==> src/logic/spp_pkg.sv <==
// Shared constants and carriers for the serial programming port
package spp_pkg;

  // --------------------------------------------------------------
  // Link word layout and entry code
  // --------------------------------------------------------------
  localparam int          CMD_W      = 32;
  localparam int          ENTRY_W    = 10;
  localparam logic [9:0]  ENTRY_CODE = 10'h34B;
  localparam int          ADDR_W     = 11;
  localparam int          DATA_W     = 8;
  localparam logic [5:0]  BITS_FULL  = 6'h20;  // Bits in one command frame
  localparam logic [1:0]  EXEC_EDGE  = 2'h1;   // Index of second low-latch edge
  localparam logic [7:0]  NO_DATA    = 8'h00;

  // --------------------------------------------------------------
  // Timing
  // --------------------------------------------------------------
  localparam int CLK_PERIOD_NS = 20;
  localparam int T_ACCESS_NS   = 500;
  // Longest time, so rounded down
  localparam int ACCESS_CYC    = T_ACCESS_NS / CLK_PERIOD_NS;
  // Pin to response pin latency: two sync stages, edge flop, output flop
  localparam int SYNC_LAT      = 4;
  localparam int FIFO_DEPTH    = 16;

  // --------------------------------------------------------------
  // Carriers
  // --------------------------------------------------------------
  // Command word, bit 31 first on the wire
  typedef struct packed {
    logic [1:0]        zero_hi;
    logic              sel_data;   // Data EEPROM or init registers
    logic              sel_code;   // Code EEPROM
    logic [2:0]        zero_mid;
    logic              is_read;
    logic [4:0]        zero_lo;
    logic [ADDR_W-1:0] addr;
    logic [DATA_W-1:0] data;
  } spp_cmd_t;

  // Memory answer to one command
  typedef struct packed {
    logic [DATA_W-1:0] data;
  } spp_mem_rsp_t;

endpackage : spp_pkg

==> src/logic/spp_port.sv <==
// Serial programming port: entry detection, command framing, handshake
`timescale 1ns/100ps
module spp_port #(
  parameter int FIFO_DEPTH_P = spp_pkg::FIFO_DEPTH
) (
  input  wire logic                  clock,
  input  wire logic                  reset,
  input  wire logic                  por_busy,
  input  wire logic                  ext_reset_pin_n,
  input  wire logic                  prog_clock_pin,
  input  wire logic                  latch_pin,
  input  wire logic                  command_pin,
  output logic                       response_pin,
  output logic                       response_pin_oe,
  output logic                       program_mode,
  output logic                       normal_run,
  output logic                       status_write_done,
  output logic                       mem_req_valid,
  output spp_pkg::spp_cmd_t          mem_req,
  input  wire logic                  mem_req_ready,
  input  wire logic                  mem_rsp_valid,
  input  wire spp_pkg::spp_mem_rsp_t mem_rsp
);
  import spp_pkg::*;

  // --------------------------------------------------------------
  // Elaboration checks
  // --------------------------------------------------------------
  // sampled bit must be settled in time
  if (SYNC_LAT > ACCESS_CYC) begin : g_slow
    $error("spp_port: clock too slow for the response access time");
  end
  if (FIFO_DEPTH_P < 2) begin : g_depth
    $error("spp_port: command FIFO needs at least two words");
  end
  if ($bits(spp_cmd_t) != CMD_W) begin : g_word
    $error("spp_port: command carrier must match the frame width");
  end

  // --------------------------------------------------------------
  // State
  // --------------------------------------------------------------
  typedef enum logic [2:0] {
    ST_WINDOW,   // Reset interval, entry pattern may arrive
    ST_NORMAL,   // Normal program execution
    ST_SHIFT,    // Latch high, command frame shifting
    ST_EXEC,     // Latch low, counting the two start pulses
    ST_PUSH,     // Handing the command to memory
    ST_WAIT,     // Memory working, response held low
    ST_DONE      // Response high, waiting for next latch rise
  } spp_phase_t;

  typedef struct packed {
    spp_phase_t         phase;
    logic [1:0]         clk_sync;
    logic               clk_prev;
    logic [1:0]         latch_sync;
    logic               latch_prev;
    logic [1:0]         din_sync;
    logic [1:0]         rstpin_sync;
    logic [ENTRY_W-1:0] entry_sh;
    logic               armed;
    logic [5:0]         bit_cnt;
    logic [1:0]         low_edges;
    logic [CMD_W-1:0]   cmd_sh;
    logic [CMD_W-1:0]   resp_sh;
    logic               resp_out;
    logic               prog_mode;
    logic               wr_done;
    spp_cmd_t           cur;
  } spp_port_st_t;

  spp_port_st_t q;
  spp_port_st_t nxt_q;

  // --------------------------------------------------------------
  // Decode helpers
  // --------------------------------------------------------------
  // response echoes address, carries the data byte
  function automatic logic [CMD_W-1:0] build_resp(
    input spp_cmd_t          c,
    input logic [DATA_W-1:0] d
  );
    spp_cmd_t r;
    r      = '0;
    r.addr = c.addr;
    r.data = d;
    return r;
  endfunction : build_resp

  // exactly one memory selected, reserved bits zero
  function automatic logic cmd_legal(input spp_cmd_t c);
    return (c.zero_hi == '0) && (c.zero_mid == '0) &&
           (c.zero_lo == '0) && (c.sel_data ^ c.sel_code);
  endfunction : cmd_legal

  // Frame has taken all of its bits
  function automatic logic frame_full(input logic [5:0] n);
    return n == BITS_FULL;
  endfunction : frame_full

  // Edge decode shared by the link clock and the latch
  function automatic logic rise_of(input logic lvl, input logic prv);
    return lvl & ~prv;
  endfunction : rise_of

  function automatic logic fall_of(input logic lvl, input logic prv);
    return ~lvl & prv;
  endfunction : fall_of

  // --------------------------------------------------------------
  // Edge detection on the synchronised link
  // --------------------------------------------------------------
  logic     clk_rise;
  logic     latch_rise;
  logic     latch_fall;
  logic     latch_hi;
  logic     din;
  logic     pin_released;
  logic     entry_match;
  spp_cmd_t frame;

  // Decode reads the second flop of each synchroniser only
  assign clk_rise     = rise_of(q.clk_sync[1], q.clk_prev);
  assign latch_hi     = q.latch_sync[1];
  assign latch_rise   = rise_of(q.latch_sync[1], q.latch_prev);
  assign latch_fall   = fall_of(q.latch_sync[1], q.latch_prev);
  assign din          = q.din_sync[1];
  assign pin_released = q.rstpin_sync[1];
  assign entry_match  = (q.entry_sh == ENTRY_CODE);
  assign frame        = q.cmd_sh;

  // --------------------------------------------------------------
  // Command FIFO towards the memory side
  // --------------------------------------------------------------
  // One command in flight at a time; depth is headroom for the memory side
  logic     fifo_in_valid;
  logic     fifo_in_ready;
  spp_cmd_t fifo_out;

  spp_fifo #(
    .W     (CMD_W),
    .DEPTH (FIFO_DEPTH_P)
  ) u_fifo (
    .clock     (clock),
    .reset     (reset),
    .in_valid  (fifo_in_valid),
    .in_ready  (fifo_in_ready),
    .in_data   (q.cur),
    .out_valid (mem_req_valid),
    .out_ready (mem_req_ready),
    .out_data  (fifo_out)
  );

  assign mem_req = fifo_out;

  // --------------------------------------------------------------
  // Next state
  // --------------------------------------------------------------
  always_comb begin
    // Hold state, no push unless a phase asks
    nxt_q         = q;
    fifo_in_valid = 1'b0;

    // link clock, latch, command and reset pins pass two flops
    nxt_q.clk_sync    = {q.clk_sync[0], prog_clock_pin};
    nxt_q.latch_sync  = {q.latch_sync[0], latch_pin};
    nxt_q.din_sync    = {q.din_sync[0], command_pin};
    nxt_q.rstpin_sync = {q.rstpin_sync[0], ext_reset_pin_n};

    // Previous levels for edge decode
    nxt_q.clk_prev    = q.clk_sync[1];
    nxt_q.latch_prev  = q.latch_sync[1];

    // Phase sequence of the link
    case (q.phase)
      ST_WINDOW: begin
        // no shifting while reset pin held low
        if (clk_rise && pin_released) begin
          // MSB first on each clock rise
          nxt_q.entry_sh = {q.entry_sh[ENTRY_W-2:0], din};
        end
        // Armed keeps a match that later bits would shift out
        // match arms program mode
        if (entry_match) begin
          nxt_q.armed = 1'b1;
        end
        if (!por_busy && pin_released) begin
          if (q.armed || entry_match) begin
            nxt_q.prog_mode = 1'b1;
            nxt_q.resp_out  = 1'b1;
            nxt_q.phase     = ST_DONE;
          end else begin
            nxt_q.phase = ST_NORMAL;
          end
        end
      end

      ST_NORMAL: begin
        // Shifter cleared so stale bits cannot match
        // a new reset reopens the entry window
        if (por_busy || !pin_released) begin
          nxt_q.entry_sh = '0;
          nxt_q.armed    = 1'b0;
          nxt_q.phase    = ST_WINDOW;
        end
      end

      ST_DONE: begin
        // High is both idle level and done handshake
        nxt_q.resp_out = 1'b1;
        // next frame only after response high
        if (latch_rise) begin
          nxt_q.bit_cnt = '0;
          nxt_q.wr_done = 1'b0;
          nxt_q.phase   = ST_SHIFT;
        end
      end

      ST_SHIFT: begin
        if (latch_rise) begin
          nxt_q.bit_cnt = '0;
        end else if (clk_rise && latch_hi) begin
          nxt_q.cmd_sh = {q.cmd_sh[CMD_W-2:0], din};
          nxt_q.resp_out = q.resp_sh[CMD_W-1];
          nxt_q.resp_sh  = {q.resp_sh[CMD_W-2:0], 1'b0};
          // Saturates, so extra bits keep the last 32
          if (!frame_full(q.bit_cnt)) begin
            nxt_q.bit_cnt = q.bit_cnt + 1'b1;
          end
        end
        if (latch_fall) begin
          if (frame_full(q.bit_cnt)) begin
            nxt_q.low_edges = '0;
            nxt_q.phase     = ST_EXEC;
          end else begin
            nxt_q.phase = ST_DONE;
          end
        end
      end

      ST_EXEC: begin
        // Rises after the second find this phase gone
        if (clk_rise) begin
          nxt_q.low_edges = q.low_edges + 1'b1;
          if (q.low_edges == EXEC_EDGE) begin
            nxt_q.resp_out = 1'b0;
            nxt_q.cur      = frame;
            if (cmd_legal(frame)) begin
              nxt_q.phase = ST_PUSH;
            end else begin
              nxt_q.resp_sh = build_resp(frame, NO_DATA);
              nxt_q.phase   = ST_DONE;
            end
          end
        end
      end

      ST_PUSH: begin
        // Stalls here while the FIFO is full
        fifo_in_valid = 1'b1;
        if (fifo_in_ready) begin
          nxt_q.phase = ST_WAIT;
        end
      end

      ST_WAIT: begin
        // One command outstanding, so the answer is for cur
        if (mem_rsp_valid) begin
          // read byte into low eight bits
          nxt_q.resp_sh = build_resp(q.cur, mem_rsp.data);
          if (!q.cur.is_read) begin
            nxt_q.wr_done = 1'b1;
          end
          nxt_q.resp_out = 1'b1;
          nxt_q.phase    = ST_DONE;
        end
      end

      default: begin
        nxt_q.phase = ST_WINDOW;
      end
    endcase
  end

  // --------------------------------------------------------------
  // State register
  // --------------------------------------------------------------
  // Reset leaves the pin low and undriven
  // only a power reset leaves program mode
  // first response is whatever is in the shifter
  always_ff @(posedge clock) begin
    if (reset) begin
      q <= '0;
    end else begin
      q <= nxt_q;
    end
  end

  // --------------------------------------------------------------
  // Outputs
  // --------------------------------------------------------------
  // Levels taken straight from the state register
  assign response_pin      = q.resp_out;
  assign response_pin_oe   = q.prog_mode;  // Driven only in program mode
  assign program_mode      = q.prog_mode;
  assign normal_run        = (q.phase == ST_NORMAL);
  assign status_write_done = q.wr_done;

endmodule : spp_port

==> src/logic/spp_fifo.sv <==
// Small synchronous FIFO with a registered read stage
`timescale 1ns/100ps
module spp_fifo #(
  parameter int W     = 32,
  parameter int DEPTH = 16
) (
  input  wire logic         clock,
  input  wire logic         reset,
  input  wire logic         in_valid,
  output logic              in_ready,
  input  wire logic [W-1:0] in_data,
  output logic              out_valid,
  input  wire logic         out_ready,
  output logic [W-1:0]      out_data
);
  localparam int AW = $clog2(DEPTH);

  // --------------------------------------------------------------
  // Elaboration check
  // --------------------------------------------------------------
  if (DEPTH < 2 || (DEPTH & (DEPTH - 1)) != 0 || W < 1) begin : g_bad
    $error("spp_fifo: DEPTH must be a power of two of at least 2");
  end

  typedef struct packed {
    logic [DEPTH-1:0][W-1:0] mem;
    logic [AW-1:0]           wr_ptr;
    logic [AW-1:0]           rd_ptr;
    logic [AW:0]             count;
    logic                    ov;
    logic [W-1:0]            od;
  } spp_fifo_st_t;

  spp_fifo_st_t q;
  spp_fifo_st_t nxt_q;
  logic         push;
  logic         load;

  // Push, refill of output stage and occupancy
  always_comb begin
    nxt_q    = q;
    in_ready = (q.count != DEPTH[AW:0]);
    push     = in_valid & in_ready;
    load     = (q.count != '0) & (~q.ov | out_ready);
    if (push) begin
      nxt_q.mem[q.wr_ptr] = in_data;
      nxt_q.wr_ptr        = q.wr_ptr + 1'b1;
    end
    if (load) begin
      nxt_q.od     = q.mem[q.rd_ptr];
      nxt_q.ov     = 1'b1;
      nxt_q.rd_ptr = q.rd_ptr + 1'b1;
    end else if (out_ready) begin
      nxt_q.ov = 1'b0;
    end
    if (push && !load) begin
      nxt_q.count = q.count + 1'b1;
    end else if (load && !push) begin
      nxt_q.count = q.count - 1'b1;
    end
  end

  // State register
  always_ff @(posedge clock) begin
    if (reset) begin
      q <= '0;
    end else begin
      q <= nxt_q;
    end
  end

  assign out_valid = q.ov;
  assign out_data  = q.od;

endmodule : spp_fifo

==> config.mk <==
export PLATFORM = sky130hd
export DESIGN_NAME = spp_port
export DESIGN_NICKNAME = d
export VERILOG_FILES = /design/src/logic/spp_pkg.sv /design/src/logic/spp_port.sv /design/src/logic/spp_fifo.sv
export SDC_FILE = /design/constraint.sdc
export NUM_CORES = 2
export LEC_CHECK = 0
export ABC_AREA = 1
export BUFFER_PORTS_ARGS = -buffer_cell sky130_fd_sc_hd__buf_2
export CAP_MARGIN = 20
export CORE_MARGIN = 1.5
export CORE_UTILIZATION = 45
export CTS_BUF_LIST = sky130_fd_sc_hd__clkbuf_8
export CTS_CLUSTER_DIAMETER = 80
export DETAILED_ROUTE_END_ITERATION = 12
export PLACE_DENSITY = 0.66
export SYNTH_ARGS = -nofsm -noshare
export SYNTH_HDL_FRONTEND = slang
export SYNTH_SLANG_ARGS = --single-unit
==> constraint.sdc <==
create_clock -name clock -period 3.2 [get_ports clock]
set_input_delay 0.64 -clock clock [delete_from_list [all_inputs] [get_ports clock]]
set_output_delay 0.64 -clock clock [all_outputs]
set_load 0.01 [all_outputs]
==> results.py <==
metrics = {
    "synthesis": {
        "synth_cell_types": 32,
        "synth-seq-cells": 689,
        "ys.flop_type": "dfxtp_1",
        "yosysWarnings": 0,
        "synth_area_sq_um": 30500,
        "syn_nets": 4293,
        "yosys.area.top_type_share_pct": 45.3,
        "syn_area_per_cell_sq_um": 7.15,
        "synth_area_leaders": "dfxtp_1 (45%), a21oi_1 (11%), nand3_1 (8.3%)",
        "synth_area_leader_cell": "dfxtp_1",
        "ys_seq_area_share_pct": 45.3,
        "synth_edf_count": 0,
        "async_flop_share_pct": 0,
        "syn_inst": 4263,
    },
    "power": {
        "ir_worst_vdd_v": 0.000452,
        "leakagePower_nw": 12.4,
        "power.density_nw_per_um2": 675,
    },
    "sta": {
        "tightestPinTransition_ps": 930,
        "worst_clock_skew_ps": 39.8,
        "hold_viol_final": 0,
        "final.setup.tns_ps": 0,
        "drv_slew": 0,
        "post-route-min-period_ps": 2710,
        "slew_headroom_pct": 38.0,
        "fmax_mhz": 369,
        "setup_violations": 0,
        "rsz0062_at_grt": "no",
        "fin_crit_sh_pct": 84.6,
    },
    "routing": {
        "vias": 28107,
        "drt-total-wl_mm": 91.7,
        "wire_per_inst_um": 18.1,
        "drc_errors": 0,
        "detail-route-antenna-nets": 0,
        "dr.pass1.iters": 5,
        "drt-initial-drc-count": 2638,
        "vias_per_cell": 5.54,
    },
    "min_path": {
        "min_from": "ext_reset_pin_n",
        "min_path_type": "input port to flip-flop",
    },
    "floorplan": {
        "die_area_sq_um": 69300,
        "coreArea_sq_um": 67000,
        "initial_core_util_pct": 45.4,
        "placement_rows": 95,
        "die_h_um": 263,
        "ios": 55,
        "chipWidth_um": 263,
    },
    "global_routing": {
        "gr-total-overflow": 0,
        "grt_max_degree": 128,
        "antenna_found_initial": 1,
        "grt_pass1_vias": 25795,
        "groute.usage.overall_pct": 26.0,
        "grt_pass1_wl_mm": 145,
    },
    "flow_run": {
        "maxCapViolCount": 0,
    },
    "finish": {
        "syn_to_final_growth_pct": 9.75,
        "nets": 4141,
        "n_fill_cell": 6776,
        "fin_area_sq_um": 33400,
        "final_cell_mix": "dfxtp_1 (685), a21oi_1 (642), nand2_1 (612), nand3_1 (504), inv_1 (424)",
        "fin_util_pct": 49.9,
        "mostFrequentLayoutCell": "dfxtp_1",
        "drive_above_1_share_pct": 8.42,
    },
    "clock_network": {
        "cts_buffer_depth": 3,
        "numCtsBuffers": 114,
        "cts_tree": "done",
        "numClockSinks": 689,
        "hold_buffers": 0,
        "cts_resized": 0,
        "h-tree-depth": 3,
        "clkTransAtPathRegs_ps": 60,
        "cts_root_buffer": "clkbuf_8",
        "clkLatencyLatePin_ps": 750,
        "cts_setup_buffers": 0,
    },
    "worst_setup_path": {
        "startpoint_type": "flip-flop",
        "slowest_delay_ps": 620,
        "crit_chain": "nand2_1 > nor2_2 > nand2_2 > inv_8 > buf_4 > buf_4 > nand3_1 > a21oi_1",
        "crit_fanout": 55,
        "crit_arrival_ps": 3350,
        "worstSetupPathType": "flip-flop to flip-flop",
        "end_kind": "flip-flop",
        "critPathMostFrequentCell": "buf_4",
        "critPathSlowestCell": "buf_4",
        "crit_path_start": "q[130]",
        "cp.required_ps": 3850,
        "reg2reg_from": "q[130]",
    },
    "outcome": {
        "status": "complete, no violations",
    },
    "place": {
        "place.gp.congestion": 0.828,
        "dp.final_hpwl_mm": 49.8,
        "port_buffers": 54,
        "post_dp_cell_area_sq_um": 31000,
    },
}
==> logic make-up after synthesis <==
kind of cell / Yosys count / share of synthesized area (%)
DFF: 689 / 45.3
xor gates and xnor gates: 5 / 0.144
and+or+nand+nor: 1481 / 20.6
buffers and inverters: 805 / 11.0
adders and majority gates: 13 / 0.559
AOI/OAI and AO/OA: 1270 / 22.4
==> layer usage <==
layer	track usage, %	part of all wire [%]	up-vias
li1	-	-	13859
met1	35.5	45	13041
met3	3.68	7.0	187
met5	0	0	-
met2	42.1	45	1020
met4	9.09	2.9	0
==> sequential cells by signal, indices dropped and copies added (netlist names) <==
name	cells
u_fifo.q	525
din	1
u_fifo.out_data	32
pin_released	1
response_pin	1
latch_hi	1
q	88
nxt_q	5
status_write_done	1
u_fifo.out_valid	1
program_mode	1
frame	32
==> power by group <==
part           switching (mW)  internal, mW
Clock                    3.63          4.36
Combinational            3.58          1.88
Sequential              0.264          8.86
==> area by class of cell <==
type | instances | area [sq um] | area share [%]
sequential | 689 | 13800 | 41.3
timing repair buffer | 138 | 1220 | 3.65
multi-input combinational | 2769 | 13400 | 40.1
clock buffer | 154 | 2120 | 6.34
antenna | 1 | 2.50 | 0.00749
inverter | 399 | 1510 | 4.52
clock inverter | 54 | 280 | 0.838
tap | 873 | 1090 | 3.27
==> path summary, 6_finish.rpt <==
| kind | to | slack [ps] | cells past startpoint |
|---|---|---|---|
| worst max-delay path | u_fifo.q[305] | 490 | 8 |
| worst min-delay path | nxt_q[119] | 90 | 3 |
| worst max register to register | u_fifo.q[305] | 490 | 8 |
| worst min register to register | pin_released | 410 | 2 |
==> worst max-delay path: cells and delay by family (launching register included) <==
family / cells / cell delay, ps
simple gates: 4 / 550
compound gates: 1 / 200
flops: 1 / 550
buf+inv: 3 / 1260
==> Yosys cell counts, drive strengths merged (4+ instances only) <==
library cell  number
dfxtp            689
clkbuf           219
nor2             332
a211oi            11
o211ai           160
o21ai            446
o221ai            11
inv              394
nand4              5
nand2            630
clkinv             5
buf              187
xor2               4
ha                12
nand3            507
a21oi            642
==> per-stage QoR <==
step | cells | worst slack [ps] | hold slack, ps | power, mW
after detailed placement | 4868 | 561 | 405 | 14.7
after floorplan | 4263 | 767 | 388 | 13.3
after global routing | 5077 | 252 | 76.3 | 23.8
after CTS | 5076 | 542 | 40.8 | 22.7
final | 5077 | 493 | 89.7 | 22.6
after global placement | 4867 | 627 | 397 | 14.7
No activity file was read; power rests on OpenSTA's default activity.
